<file path="src/hdl/svwrg_pkg.sv">
// Constants shared by the supervisor watchdog and reset gate.
package svwrg_pkg;
    // Core clock rate.
    localparam int unsigned CLK_HZ = 50_000_000;
    localparam int unsigned CLK_PER_MS = CLK_HZ / 1000;
    // Internal timebase periods in milliseconds.
    localparam int unsigned RST_TIMEOUT_MS = 200;
    localparam int unsigned WD_LONG_MS = 1600;
    localparam int unsigned WD_SHORT_MS = 100;
    // Internal timebase periods in clock cycles.
    localparam int unsigned RST_TIMEOUT_CYC = RST_TIMEOUT_MS * CLK_PER_MS;
    localparam int unsigned WD_LONG_CYC = WD_LONG_MS * CLK_PER_MS;
    localparam int unsigned WD_SHORT_CYC = WD_SHORT_MS * CLK_PER_MS;
    // External timebase periods in timebase clocks.
    localparam int unsigned EXT_RST_CLKS = 2048;
    localparam int unsigned EXT_WD_NORM_CLKS = 1024;
    localparam int unsigned EXT_WD_FIRST_CLKS = 4096;
    // Chip-enable grace window after reset asserts, longest time, rounded down.
    localparam int unsigned CE_GRACE_NS = 15000;
    localparam int unsigned CE_GRACE_CYC = CE_GRACE_NS * (CLK_HZ / 1_000_000) / 1000;
    // Counter widths.
    localparam int CNT_W = 28;
    localparam int GATE_W = 10;
    // Bus geometry and register offsets.
    localparam int ADR_W = 8;
    localparam int DAT_W = 32;
    localparam logic [ADR_W-1:0] CTRL_OFS = 8'h00;
    localparam logic [ADR_W-1:0] STATUS_OFS = 8'h04;
    localparam logic [ADR_W-1:0] COUNT_OFS = 8'h08;
    // Control field position and reset value.
    localparam int CTRL_WD_EN_BIT = 0;
    localparam logic CTRL_WD_EN_RST = 1'b1;
    // Status field positions.
    localparam int ST_RESET_BIT = 0;
    localparam int ST_FAULT_BIT = 1;
    localparam int ST_WDOFF_BIT = 2;
    localparam int ST_EXT_BIT = 3;
    localparam int ST_FIRST_BIT = 4;
    localparam int ST_LOW_BIT = 5;
    localparam int ST_BACKUP_BIT = 6;
    localparam int ST_CEPASS_BIT = 7;
    // Supervisor states.
    typedef enum logic [1:0] {
        SVWRG_HOLD = 2'b01,
        SVWRG_WATCH = 2'b10
    } svwrg_state_e;
endpackage : svwrg_pkg

</file>
<file path="src/hdl/svwrg_top.sv">
// Supervisor with reset stretcher, watchdog, chip-enable gate and register slave.
// Functional notes
// - Reset held while supply low, then stretched by the reset timeout.
// - Reset follows supply-low, backup switchover and watchdog; backup mode implies reset.
// - Kick input idle past watchdog timeout raises fault and both resets.
// - Any kick edge or short pulse restarts the watchdog timer.
// - Floating mid-level kick input disables the watchdog entirely.
// - Watchdog off and fault output high in supply-low, backup or float.
// - Timeout gives a reset pulse; fault stays low until next kick edge.
// - Without kicks, reset pulses repeat, one watchdog interval apart.
// - Internal source, timing input high: 1.6 s watchdog, 200 ms reset.
// - Internal source, timing input low: 100 ms normal, 1.6 s after reset.
// - External clock: 1024 normal, 4096 after reset, 2048 reset clocks.
// - Chip-enable passes in normal operation and is blocked during reset once the gate closes.
// - While reset asserted, chip-enable input drives the output only until the gate closes.
// - Disabled chip-enable output driven high; pull-up released when passing.
// - On reset, gate closes at input high or after 15 us, first wins.
// - At power-up the gate stays closed until reset timeout ends.
// - Active-low reset and active-high open-drain reset are inverses.
// - Early-warning comparator drives only its own flag.
// - Low-line flag follows the supply-low indication with no stretch.
//
// Our own choices: the register addresses and the Wishbone register port.
`timescale 1ns/1ps
module svwrg_top
    import svwrg_pkg::*;
#(
    parameter int unsigned RST_CYCLES = RST_TIMEOUT_CYC,
    parameter int unsigned WD_LONG_CYCLES = WD_LONG_CYC,
    parameter int unsigned WD_SHORT_CYCLES = WD_SHORT_CYC
) (
    // Clock and reset.
    input wire logic REF_CLK,
    input wire logic RST_N,
    // Supply monitor and backup switchover.
    input wire logic SUPPLY_LOW,
    input wire logic BACKUP_SWITCHED,
    output logic LOW_LINE_N,
    output logic BACKUP_ACTIVE_FLAG,
    // Early-warning comparator.
    input wire logic EARLY_WARNING_SENSE,
    output logic EARLY_WARNING_FLAG,
    // Watchdog kick input and fault output.
    input wire logic KICK_INPUT,
    input wire logic KICK_INPUT_FLOAT,
    output logic KICK_FAULT_OUTPUT,
    // Timebase straps.
    input wire logic TIMEBASE_SOURCE_STRAP,
    input wire logic TIMEBASE_TIMING_INPUT,
    // Reset outputs.
    output logic RESET_N,
    output logic RESET_HI_O,
    output logic RESET_HI_OE,
    // Chip-enable gate.
    input wire logic CE_IN_N,
    output logic CE_OUT_N,
    output logic CE_PULLUP,
    // Wishbone slave.
    input wire logic [ADR_W-1:0] WB_ADR_I,
    input wire logic [DAT_W-1:0] WB_DAT_I,
    input wire logic [3:0] WB_SEL_I,
    input wire logic WB_WE_I,
    input wire logic WB_CYC_I,
    input wire logic WB_STB_I,
    output logic [DAT_W-1:0] WB_DAT_O,
    output logic WB_ACK_O
);

    svwrg_state_e state_reg;
    svwrg_state_e state_next;
    logic [CNT_W-1:0] cnt_reg;
    logic [CNT_W-1:0] cnt_next;
    logic first_reg;
    logic first_next;
    logic fault_reg;
    logic fault_next;
    logic low_reg;
    logic backup_reg;
    logic warn_reg;
    logic src_reg;
    logic kick_s1_reg;
    logic kick_s2_reg;
    logic kick_s3_reg;
    logic mid_s1_reg;
    logic mid_s2_reg;
    logic tim_s1_reg;
    logic tim_s2_reg;
    logic tim_s3_reg;
    logic ce_pass_reg;
    logic ce_pass_next;
    logic [GATE_W-1:0] gate_reg;
    logic wd_en_reg;
    logic ack_reg;
    logic [DAT_W-1:0] dat_reg;

    // Input stages; first synchroniser flops feed only the second.
    always_ff @(posedge REF_CLK or negedge RST_N) begin
        if (!RST_N) begin
            low_reg <= 1'b1;
            backup_reg <= 1'b0;
            warn_reg <= 1'b0;
            src_reg <= 1'b1;
            kick_s1_reg <= 1'b0;
            kick_s2_reg <= 1'b0;
            kick_s3_reg <= 1'b0;
            mid_s1_reg <= 1'b1;
            mid_s2_reg <= 1'b1;
            tim_s1_reg <= 1'b1;
            tim_s2_reg <= 1'b1;
            tim_s3_reg <= 1'b1;
        end else begin
            low_reg <= SUPPLY_LOW;
            backup_reg <= BACKUP_SWITCHED;
            warn_reg <= EARLY_WARNING_SENSE;
            src_reg <= TIMEBASE_SOURCE_STRAP;
            kick_s1_reg <= KICK_INPUT;
            kick_s2_reg <= kick_s1_reg;
            kick_s3_reg <= kick_s2_reg;
            mid_s1_reg <= KICK_INPUT_FLOAT;
            mid_s2_reg <= mid_s1_reg;
            tim_s1_reg <= TIMEBASE_TIMING_INPUT;
            tim_s2_reg <= tim_s1_reg;
            tim_s3_reg <= tim_s2_reg;
        end
    end

    // Derived conditions.
    logic sup_fail;
    logic wd_off;
    logic kick_edge;
    logic ext_mode;
    logic tick;
    logic reset_active;
    assign sup_fail = low_reg | backup_reg;
    assign wd_off = sup_fail | mid_s2_reg | ~wd_en_reg;
    assign kick_edge = kick_s2_reg ^ kick_s3_reg;
    assign ext_mode = ~src_reg;
    // In external mode the counter advances on each timebase clock rise.
    assign tick = ext_mode ? (tim_s2_reg & ~tim_s3_reg) : 1'b1;
    assign reset_active = (state_reg == SVWRG_HOLD);

    // Limit selection for the active interval.
    logic [CNT_W-1:0] rst_lim;
    logic [CNT_W-1:0] norm_lim;
    logic [CNT_W-1:0] first_lim;
    logic [CNT_W-1:0] lim_w;
    logic expire;
    assign rst_lim = ext_mode ? CNT_W'(EXT_RST_CLKS) : CNT_W'(RST_CYCLES);
    // short normal interval when timing input low.
    assign norm_lim = ext_mode ? CNT_W'(EXT_WD_NORM_CLKS)
                    : (tim_s2_reg ? CNT_W'(WD_LONG_CYCLES) : CNT_W'(WD_SHORT_CYCLES));
    assign first_lim = ext_mode ? CNT_W'(EXT_WD_FIRST_CLKS) : CNT_W'(WD_LONG_CYCLES);
    assign lim_w = reset_active ? rst_lim : (first_reg ? first_lim : norm_lim);
    assign expire = tick & (cnt_reg == lim_w - CNT_W'(1));

    // Supervisor next-state logic.
    always_comb begin
        state_next = state_reg;
        cnt_next = cnt_reg;
        first_next = first_reg;
        fault_next = fault_reg;
        if (sup_fail) begin
            state_next = SVWRG_HOLD;
            cnt_next = '0;
            fault_next = 1'b0;
        end else begin
            unique case (state_reg)
                SVWRG_HOLD: begin
                    if (kick_edge) begin
                        fault_next = 1'b0;
                    end
                    if (expire) begin
                        state_next = SVWRG_WATCH;
                        cnt_next = '0;
                        first_next = 1'b1;
                    end else if (tick) begin
                        cnt_next = cnt_reg + CNT_W'(1);
                    end
                end
                SVWRG_WATCH: begin
                    if (wd_off) begin
                        cnt_next = '0;
                    end else if (kick_edge) begin
                        cnt_next = '0;
                        first_next = 1'b0;
                        fault_next = 1'b0;
                    end else if (expire) begin
                        state_next = SVWRG_HOLD;
                        cnt_next = '0;
                        fault_next = 1'b1;
                    end else if (tick) begin
                        cnt_next = cnt_reg + CNT_W'(1);
                    end
                end
                default: begin
                    state_next = SVWRG_HOLD;
                    cnt_next = '0;
                end
            endcase
        end
    end

    // Supervisor state registers.
    always_ff @(posedge REF_CLK or negedge RST_N) begin
        if (!RST_N) begin
            state_reg <= SVWRG_HOLD;
            cnt_reg <= '0;
            first_reg <= 1'b0;
            fault_reg <= 1'b0;
        end else begin
            state_reg <= state_next;
            cnt_reg <= cnt_next;
            first_reg <= first_next;
            fault_reg <= fault_next;
        end
    end

    // Chip-enable gate; closes at input high or end of grace window.
    logic grace_open;
    assign grace_open = (gate_reg < GATE_W'(CE_GRACE_CYC - 1));
    assign ce_pass_next = reset_active ? (ce_pass_reg & ~CE_IN_N & grace_open) : 1'b1;

    // Gate registers; the gate starts closed out of reset.
    always_ff @(posedge REF_CLK or negedge RST_N) begin
        if (!RST_N) begin
            ce_pass_reg <= 1'b0;
            gate_reg <= '0;
        end else begin
            ce_pass_reg <= ce_pass_next;
            if (!reset_active) begin
                gate_reg <= '0;
            end else if (grace_open) begin
                gate_reg <= gate_reg + GATE_W'(1);
            end
        end
    end

    // Pin outputs.
    // pass path when open.
    assign CE_OUT_N = ce_pass_reg ? CE_IN_N : 1'b1;
    assign CE_PULLUP = ~ce_pass_reg;
    assign RESET_N = ~reset_active;
    assign RESET_HI_O = 1'b0;
    assign RESET_HI_OE = ~reset_active;
    assign KICK_FAULT_OUTPUT = ~(fault_reg & ~wd_off);
    assign LOW_LINE_N = ~low_reg;
    assign BACKUP_ACTIVE_FLAG = backup_reg;
    assign EARLY_WARNING_FLAG = warn_reg;

    // Wishbone decode.
    logic bus_req;
    logic hit_ctrl;
    logic [DAT_W-1:0] status_w;
    logic [DAT_W-1:0] rd_w;
    logic wr_ctrl;
    assign bus_req = WB_CYC_I & WB_STB_I & ~ack_reg;
    // A control write lands only at the edge where the master samples acknowledge.
    assign wr_ctrl = ack_reg & WB_CYC_I & WB_STB_I & WB_WE_I & hit_ctrl & WB_SEL_I[0];
    assign hit_ctrl = (WB_ADR_I == CTRL_OFS);
    assign status_w = DAT_W'({ce_pass_reg, backup_reg, low_reg, first_reg,
                              ext_mode, wd_off, fault_reg, reset_active});
    assign rd_w = hit_ctrl ? DAT_W'(wd_en_reg)
                : (WB_ADR_I == STATUS_OFS) ? status_w
                : (WB_ADR_I == COUNT_OFS) ? DAT_W'(cnt_reg)
                : 32'h0000_0000;
    assign WB_ACK_O = ack_reg;
    assign WB_DAT_O = dat_reg;

    // Bus slave; one wait cycle, unmapped reads give zero.
    always_ff @(posedge REF_CLK or negedge RST_N) begin
        if (!RST_N) begin
            ack_reg <= 1'b0;
            dat_reg <= 32'h0000_0000;
            wd_en_reg <= CTRL_WD_EN_RST;
        end else begin
            ack_reg <= bus_req;
            if (bus_req && !WB_WE_I) begin
                dat_reg <= rd_w;
            end
            if (wr_ctrl) begin
                wd_en_reg <= WB_DAT_I[CTRL_WD_EN_BIT];
            end
        end
    end
endmodule : svwrg_top

</file>
<file path="config.mk">
export PLATFORM = sky130hd
export DESIGN_NAME = svwrg_top
export DESIGN_NICKNAME = d
export VERILOG_FILES = /design/src/hdl/svwrg_pkg.sv /design/src/hdl/svwrg_top.sv
export SDC_FILE = /design/constraint.sdc
export NUM_CORES = 1
export LEC_CHECK = 0
export ABC_AREA = 0
export ABC_CLOCK_PERIOD_IN_PS = 3600
export BUFFER_PORTS_ARGS = -buffer_cell sky130_fd_sc_hd__buf_4
export CORE_MARGIN = 2
export CORE_UTILIZATION = 25
export DETAILED_ROUTE_END_ITERATION = 12
export PLACE_DENSITY_LB_ADDON = 0.15
export SLEW_MARGIN = 20
export SYNTH_ARGS = -nofsm -noshare
export SYNTH_HDL_FRONTEND = slang
export SYNTH_SLANG_ARGS = --single-unit
</file>
<file path="constraint.sdc">
create_clock -name REF_CLK -period 3.6 [get_ports REF_CLK]
set_input_delay 1.08 -clock REF_CLK [delete_from_list [all_inputs] [get_ports REF_CLK]]
set_output_delay 1.08 -clock REF_CLK [all_outputs]
set_load 0.02 [all_outputs]
</file>
Word level (Yosys, flattened, before mapping)
Index checks and enable logic that the tools add are counted.

word-level totals
  register bits = 89
  input port bits = 57
  output and inout bits = 42
  ROM bits = 0
  bits in writable memories = 0
  logic and storage cells = 109
  memories = 0
  bits in latches = 0

operators by class
  reduce and logical (&&, ||, !) cells = 8
  muxes and demuxes = 34
  add/sub/neg operators = 3
  $lt $le $gt $ge = 1
  bitwise operators = 27
  div/mod/pow operators = 0
  equality and inequality tests = 15
  $mul = 0
  shift-type cells = 0

operators by type and width
  cell                                                                     number
  28-bit two-way mux                                                       8
  27-bit two-way mux                                                       5
  28-bit one-hot mux with 2 select lines                                   1
  28-bit by 1-bit adder with 28-bit output, second input constant          1
  28-bit == test                                                           1
  27-bit by 1-bit subtractor with 28-bit output, second input constant     1
  24-bit two-way mux                                                       1
  10-bit two-way mux                                                       2
  1-bit AND                                                                12
  3-bit inequality test, second input constant                             4
  1-bit NOT                                                                11
  10-bit by 1-bit adder with 10-bit output, second input constant          1
  10-bit less-than comparator, second input constant                       1
  2-bit two-way mux                                                        5
  1-bit two-way mux                                                        9
  8-bit by 3-bit == test with 1-bit output, second input constant          1
  8-bit by 4-bit == test with 1-bit output, second input constant          1
  8-bit zero test                                                          1
  4-bit AND reduction                                                      2
  5-bit AND reduction                                                      1
  2-bit by 1-bit inequality test with 1-bit output, second input constant  2
  2-bit inequality test, second input constant                             2
  4-bit inequality test, second input constant                             1
  1-bit one-hot mux with 2 select lines                                    2
  10 further kinds                                                         12

Logic depth before layout (Yosys ltp)
Gate-level depths: netlist of run 1.

  word-level depth = 12
  mapped depth = 13
  depth with buffers taken out = 11

Worst setup path before layout of run 1
No wires, ideal clock.

  path kind = register to register
  start point = reg state_reg[1]
  end point = reg state_reg[0]
  stages on the path, launching flop included = 12
  period minus slack after synthesis = 3.064 ns
  arrival time = 2.983 ns
  path slack = 0.536 ns
  cells stage by stage = dfrtp_1 inv_1 ha_1 or4b_4 o21ai_0 ha_1 nor4b_4 mux2i_1 nor4_2 o2111ai_2 a211o_1 a211o_1

between the ends
  cells in the longest elaborated chain, start to end = 7

RTL lines
  element                                                                                                     line                                RTL
  start, declared                                                                                             svwrg_top.sv:69                     svwrg_state_e state_reg;
  start signal, assigned                                                                                      svwrg_top.sv:211                    state_reg <= state_next;
  2-bit by 1-bit == test with 1-bit output                                                                    svwrg_top.sv:140, svwrg_top.sv:167
  27-bit two-way mux                                                                                          svwrg_top.sv:153                    assign lim_w = reset_active ? rst_lim : (first_reg ? first_lim : norm_lim);
  27-bit by 1-bit subtractor with 28-bit output                                                               svwrg_top.sv:154                    assign expire = tick & (cnt_reg == lim_w - CNT_W'(1));
  28-bit == test                                                                                              svwrg_top.sv:154
  1-bit AND                                                                                                   svwrg_top.sv:154
  3-bit inequality test (no source line) or 3-bit by 2-bit inequality test with 1-bit output (tied branches)  -
  4-bit AND reduction (no source line)                                                                        -

Several ways; a longest one is shown, not always the timed one.
A chain may end at the register's enable or synchronous reset.

Final worst setup path of run 1
  start point = reg state_reg[0]
  end point = reg state_reg[0]

Same word-level chain as after synthesis.

==> metrics.md, run 1 <==
| Metric | Value |
|---|---|
| Status | `completed` |
| Max cap viols | `0` |
| Worst Setup End Kind | `flop` |
| CTS buffer count | `9` |
| Post-route cell area | `between 0.005 and 0.006 sq mm` |
| First drt pass iteration count | `6` |
| Nets | `between 500 and 600` |
| Initial cell density of the core | `around a quarter` |
| Final setup violation count | `0` |
| Diode count | `0` |
| Vias in the first global route | `3284` |
| Pwr Total | `0.002047 W` |
| CP arrival | `approximately 3.6 ns` |
| Final GP Congestion | `between 0.7 and 0.8` |
| Worst-margin pin slew | `slightly below 0.9 ns` |
| Fin crit period | `approximately 3.3 ns` |
| Fillcell total | `~1700` |
| Root buffer cell | `clkbuf_16` |
| Clk Latency, worst-skew pair | `roughly 0.34 ns` |
| Drc violations | `0` |
| Synth top area cells | `dfrtp_1 (45%), dfstp_2 (5.6%), xor2_1 (4.7%), nor2_1 (4.7%), a22o_1 (4.1%)` |
| Slew HR | `between 30% and 40%` |
| Lkg Pwr | `about 2.3 nW` |
| Total grt overflow | `0` |
| Dpl hpwl | `7388 um` |
| Pin count of the biggest net entering global routing | `between 40 and 50` |
| Critical-path maximum fanout | `9` |
| Critical path required time | `~3.9 ns` |
| Area grow syn2layout | `23.96%` |
| Gr usage total | `between 10% and 20%` |
| Top-count cell post-synth | `dfrtp_1` |
| Area of the multi-input gates | `a little under 0.002 sq mm` |
| Final Max Slew Viols | `0` |
| Reg2reg setup slack | `roughly 0.32 ns` |
| Reg-to-Reg Start | `state_reg[0]` |
| Die Height | `approximately 130 um` |
| Primary FF master, synth | `dfrtp_1` |
| YS warnings | `0` |
| R2r endpoint | `state_reg[0]` |
| Reg clk slew, reported paths | `0.06 ns` |
| Synth top cells by count | `dfrtp_1 (76), nor2_1 (53), nand2_1 (26), xor2_1 (23), a22o_1 (20)` |
| Sequential cell area | `approximately 0.0021 sq mm` |
| Syn avg cell area | `between 10 and 15 sq um` |
| I/O Buffers | `between 50 and 60` |
| Depth of the CTS H-tree | `3` |
| Startpoint types | `flop` |
| Antenna violations before repair | `0` |
| Clock power share | `a little under half` |
| Post-CTS Setup Bufs | `0` |
| Post-synthesis register bit count | `between 80 and 90` |
| Via density | `4.583` |
| Sw Pwr | `~0.00048 W` |
| Clock buffer depth | `2` |
| Yosys top cell by area | `dfrtp_1` |
| Mapped Cells | `413` |
| Fin util | `between 30% and 40%` |
| Hold Crit Class | `flop to flop` |
| First-pass GRT wire length | `~18000 um` |
| Synth top area share | `between 40 and 50%` |
| Iter 0 DRT Violations | `162` |
| DRT Wirelength | `~10000 um` |
| Hold EP | `kick_s2_reg` |
| Die area | `approximately 0.018 sq mm` |
| Rows | `47` |
| Core Area | `~0.017 sq mm` |
| IO Pins | `99` |
| Sw Share | `a little under a quarter` |
| CTS tree | `yes` |
| Post_cts resized | `0` |
| Netlist Area Pre-Place | `approximately 0.0043 sq mm` |
| Post-synth ARST share | `100.0%` |
| Clk sinks | `85` |
| Share of layout cells above drive strength 1 | `about a quarter` |
| Die Wd | `between 100 and 150 um` |
| Gate power share | `5.2%` |
| Hold_buf cts | `0` |
| Setup TNS | `0 ns` |
| Sequential Power Share | `47.6%` |
| Hold Crit Start | `kick_s1_reg` |
| DR vias | `3190` |
| Reg2reg path depth | `10` |
| Post-synth EDFFs | `0` |
| Hold path cells | `0` |
| Avg WL per Cell | `~15 um` |
| Crit Path Class | `flop to flop` |
| Sequential-to-total area share from yosys stat | `about half` |
| Final period util | `around nine tenths` |
| Final Hold Fails | `0` |
| Int Pwr | `0.001572 W` |
| FMAX | `a little over 300 MHz` |
| Setup Skew | `roughly 0.0087 ns` |
| Worst IR Drop VDD | `0.0002243 V` |
| Unrepaired setup endpoints after global routing | `false` |
| Remaining antenna violation count | `0` |
| Synth unique cells | `62` |
| Placed inst area | `~0.0049 sq mm` |
| Power Dens Cells | `roughly 400 mW/mm^2` |
kinds of logic after synthesis:
group / count (synthesis) / synth area share [%]
AOI/OAI and AO/OA: 79 / 14.31
muxes: 6 / 1.472
xor gates and xnor gates: 38 / 7.830
other: 1 / 0.08823
and+or+nand+nor: 156 / 19.52
buffers and inverters: 42 / 4.710
adders and majority gates: 6 / 1.766
DFF: 85 / 50.31
metrics by stage:
stage / hold WS [ns] / instances / setup WS, ns
6_report: 0.3517 / 696 / 0.3205
5_1_grt: 0.3554 / 696 / 0.002914
4_1_cts: 0.3497 / 696 / 0.2065
3_5_place_dp: 0.3358 / 680 / 0.2285
3_3_place_gp: 0.3374 / 680 / 0.2850
2_1_floorplan: 0.3312 / 417 / 0.5356
metal layers:
metal	global-route usage (%)	up-vias	share of wire, %
li1	-	1573	-
met1	16.97	1554	48
met2	19.13	54	47
met3	3.250	9	3.8
met4	3.509	0	1.2
met5	0	-	0
area by class of cell:
type                    instances  share of cell area (%)
inverters                      16                   1.140
clock buffers                  10                   4.536
clock inverters                 6                   1.330
multi-input cells             290                   36.88
flip-flops and latches         85                   40.58
repair buffers                 69                   10.31
well taps                     220                   5.224
placed cells by master (no fill, tap or decap), types with 6 or more instances in the layout:
cell type  netlist  layout
xor2_1          23      23
clkbuf_16        0       9
buf_4            9      67
nand4_1         12      12
nand3_1         18      18
a21oi_1          9       9
o21ai_0         14      14
ha_1             6       6
inv_1           16      16
nand2_1         26      26
a22oi_1          7       7
nor2_1          53      53
xnor2_1         15      15
a22o_1          20      20
dfrtp_1         76      76
dfstp_2          9       9
worst max-delay path, stage by stage, from the launching register on:
cell       delay [ns]
dfstp_2          0.55
ha_1             0.18
buf_4            0.19
o21bai_1         0.17
nand2_1          0.09
ha_1             0.26
nor4b_4          0.17
a2111oi_0        0.72
o2111ai_4        0.28
a211o_1          0.30
a211o_1          0.29
power groups by stage:
stage / registers (W) / logic [W] / clock network, W
2_1_floorplan: 0.000993 / 0.0000518 / 0
3_3_place_gp: 0.000993 / 0.000109 / 0
3_5_place_dp: 0.000993 / 0.000110 / 0
4_1_cts: 0.000975 / 0.000110 / 0.00101
5_1_grt: 0.000976 / 0.000120 / 0.00105
6_report: 0.000975 / 0.000107 / 0.000965
worst max path at each step:
stage,start,to,slack [ns],depth (start not counted)
floorplan,state_reg[1],state_reg[0],0.54,11
global placement,state_reg[1],state_reg[0],0.28,11
detailed placement,state_reg[1],state_reg[0],0.23,11
CTS,state_reg[1],state_reg[0],0.21,11
global route,state_reg[0],state_reg[1],0.003,10
finish,state_reg[0],state_reg[0],0.32,10
(Power assumes the default switching activity.)
==> run 2, diff against run 1 <==
==> constraint.sdc (replaced) <==
create_clock -name REF_CLK -period 3.6 [get_ports REF_CLK]
set_input_delay 0.18 -clock REF_CLK [delete_from_list [all_inputs] [get_ports REF_CLK]]
set_output_delay 0.18 -clock REF_CLK [all_outputs]
set_load 0.02 [all_outputs]
==> metrics.md, run 2 (synthesis gave the netlist of run 1 again) <==
| Metric | Value |
|---|---|
| Commonest non-fill, non-tap cell in the layout | `dfrtp_1` |
| Core Area | `0.01658 sq mm (unchanged)` |
| Reg clk slew, reported paths | `0.07 ns (about the same)` |
| Final Hold Fails | `0 (unchanged)` |
| Share of layout cells above drive strength 1 | `22.98% (-0.34 points)` |
| Avg WL per Cell | `14.53 um (-1.8%)` |
| Sequential Power Share | `46.0% (-1.6 points)` |
| CTS buffer count | `9 (unchanged)` |
| Die area | `0.01806 sq mm (unchanged)` |
| Clock buffer depth | `2 (unchanged)` |
| Startpoint types | `flop` |
| Area grow syn2layout | `25.64%` |
| DR vias | `3186 (-0.13%)` |
| Sw Pwr | `0.0004873 W (+2.5%)` |
| First drt pass iteration count | `4 (-2)` |
| Clk sinks | `85 (unchanged)` |
| Worst Setup End Kind | `flop` |
| Fin util | `32.20% (+0.43 points)` |
| Fillcell total | `1741 (-0.40%)` |
| Power Dens Cells | `396.5 mW/mm^2 (+2.1%)` |
| Clk Latency, worst-skew pair | `0.35 ns (about the same)` |
| Final Max Slew Viols | `0 (unchanged)` |
| Initial cell density of the core | `25.63% (unchanged)` |
| Worst IR Drop VDD | `0.0002114 V (-5.8%)` |
| Via density | `4.532 (-1.1%)` |
| Critical-path maximum fanout | `6 (-3)` |
| Post-CTS Setup Bufs | `0 (unchanged)` |
| Antenna violations before repair | `0 (unchanged)` |
| Root buffer cell | `clkbuf_16` |
| Non-Filler Instances | `703 (+1.0%)` |
| Int Pwr | `0.001630 W (+3.7%)` |
| Final hold slack | `0.06529 ns (-0.2864 ns)` |
| Placed cell count | `679 (-0.15%)` |
| Hold Crit Class | `input port to flop` |
| CTS tree | `yes` |
| First-pass GRT wire length | `17510 um (-0.43%)` |
| Setup slack at placement | `0.2071 ns (-0.02134 ns)` |
| Die Height | `134.4 um (unchanged)` |
| Die Wd | `134.4 um (unchanged)` |
| Final setup margin | `0.3037 ns (-0.01678 ns)` |
| Diode count | `0 (unchanged)` |
| Crit Path Class | `flop to flop` |
| I/O Buffers | `59 (unchanged)` |
| Unrepaired setup endpoints after global routing | `false` |
| Max cap viols | `0 (unchanged)` |
| Nets | `541 (+1.3%)` |
| Most frequent cells in the layout | `dfrtp_1 (76), buf_4 (67), nor2_1 (53)` |
| Gate power share | `5.3% (about the same)` |
| Slew HR | `33.71% (-6.2 points)` |
| IO Pins | `99 (unchanged)` |
| Clock power share | `48.7% (+1.6 points)` |
| Lkg Pwr | `2.315 nW (+1.3%)` |
| Pin count of the biggest net entering global routing | `66 (+38%)` |
| Critical path required time | `3.88 ns (about the same)` |
| Drc violations | `0 (unchanged)` |
| Setup TNS | `0 ns (unchanged)` |
| DRT Wirelength | `10220 um (-0.80%)` |
| Rows | `47 (unchanged)` |
| Remaining antenna violation count | `0 (unchanged)` |
| Final setup violation count | `0 (unchanged)` |
| Depth of the CTS H-tree | `3 (unchanged)` |
| Sw Share | `23.02% (-0.21 points)` |
| Gr usage total | `12.48% (+0.14 points)` |
| Fin crit period | `3.296 ns (+0.01678 ns)` |
| Iter 0 DRT Violations | `114 (-30%)` |
| CP arrival | `3.57 ns (+0.02 ns)` |
| Dpl hpwl | `7221 um (-2.3%)` |
| Worst-margin pin slew | `0.9861 ns (+0.09256 ns)` |
| FMAX | `303.4 MHz (-0.51%)` |
| Status | `completed` |
| Setup Skew | `0.008584 ns (-0.0001103 ns)` |
| Total grt overflow | `0 (unchanged)` |
| Final GP Congestion | `0.8078 (+1.6%)` |
| Final period util | `91.56% (+0.47 points)` |
| Vias in the first global route | `3294 (+0.30%)` |
-- run 2: final cells by class --
class,count,area [sq um],area share (%)
Tap cell,220,275.3,5.155
Multi-Input combinational cell,290,1934,36.22
Sequential cell,85,2138,40.04
Inverter,16,60.06,1.125
Clock buffer,9,225.2,4.217
Timing Repair Buffer,76,603.1,11.29
Clock inverter,7,103.9,1.945
-- run 2: power by group through the flow --
| stage | Clock, W | Combinational (W) | Sequential, W |
|---|---|---|---|
| 3_3_place_gp | 0 | 0.000107 | 0.000993 |
| 6_report | 0.00103 | 0.000111 | 0.000975 |
| 3_5_place_dp | 0 | 0.000107 | 0.000993 |
| 4_1_cts | 0.00106 | 0.000114 | 0.000975 |
| 2_1_floorplan | 0 | 0.0000518 | 0.000993 |
| 5_1_grt | 0.00113 | 0.000125 | 0.000976 |
-- run 2: final timing paths --
kind                              start      endpoint  slack [ns]  cells past startpoint
setup / recovery           state_reg[1]  state_reg[0]        0.30                     11
hold / removal              WB_DAT_I[0]     wd_en_reg        0.07                      2
setup reg to reg           state_reg[1]  state_reg[0]        0.30                     11
hold reg to reg             kick_s1_reg   kick_s2_reg        0.36                      0
max in group asynchronous         RST_N   cnt_reg[10]        2.30                      3
min in group asynchronous         RST_N   kick_s2_reg        0.51                      2
-- run 2: critical path, cell delays in order, from the launching register on --
cell,delay [ns]
dfrtp_1,0.35
inv_1,0.06
ha_1,0.20
or4b_4,0.55
o21ai_0,0.12
ha_2,0.28
nor4b_4,0.31
mux2i_1,0.14
nor4_2,0.30
o2111ai_2,0.31
a211o_1,0.33
a211o_1,0.29
-- run 2: per-layer routing --
| metal | global-route usage (%) | routed length, um | part of all wire (%) | vias to the layer above |
|---|---|---|---|---|
| met3 | 3.137 | 282 | 2.8 | 9 |
| met1 | 17.41 | 5171 | 51 | 1549 |
| met5 | 0 | 0 | 0 | - |
| met2 | 18.62 | 4605 | 45 | 41 |
| met4 | 4.678 | 157 | 1.5 | 0 |
| li1 | - | - | - | 1587 |
-- run 2: through the flow --
| step | instance area [sq um] | power (W) |
|---|---|---|
| 2_1_floorplan | 4265 | 0.001045 |
| 3_3_place_gp | 4928 | 0.001099 |
| 3_5_place_dp | 4928 | 0.001100 |
| 4_1_cts | 5338 | 0.002153 |
| 5_1_grt | 5340 | 0.002228 |
| 6_report | 5340 | 0.002117 |
-- run 2: timing repair --
item	4_1_cts	5_1_grt
endpoints found under the hold margin	52	0
hold buffers	8	0
gates resized for setup	0	1
setup endpoints to repair	0	2
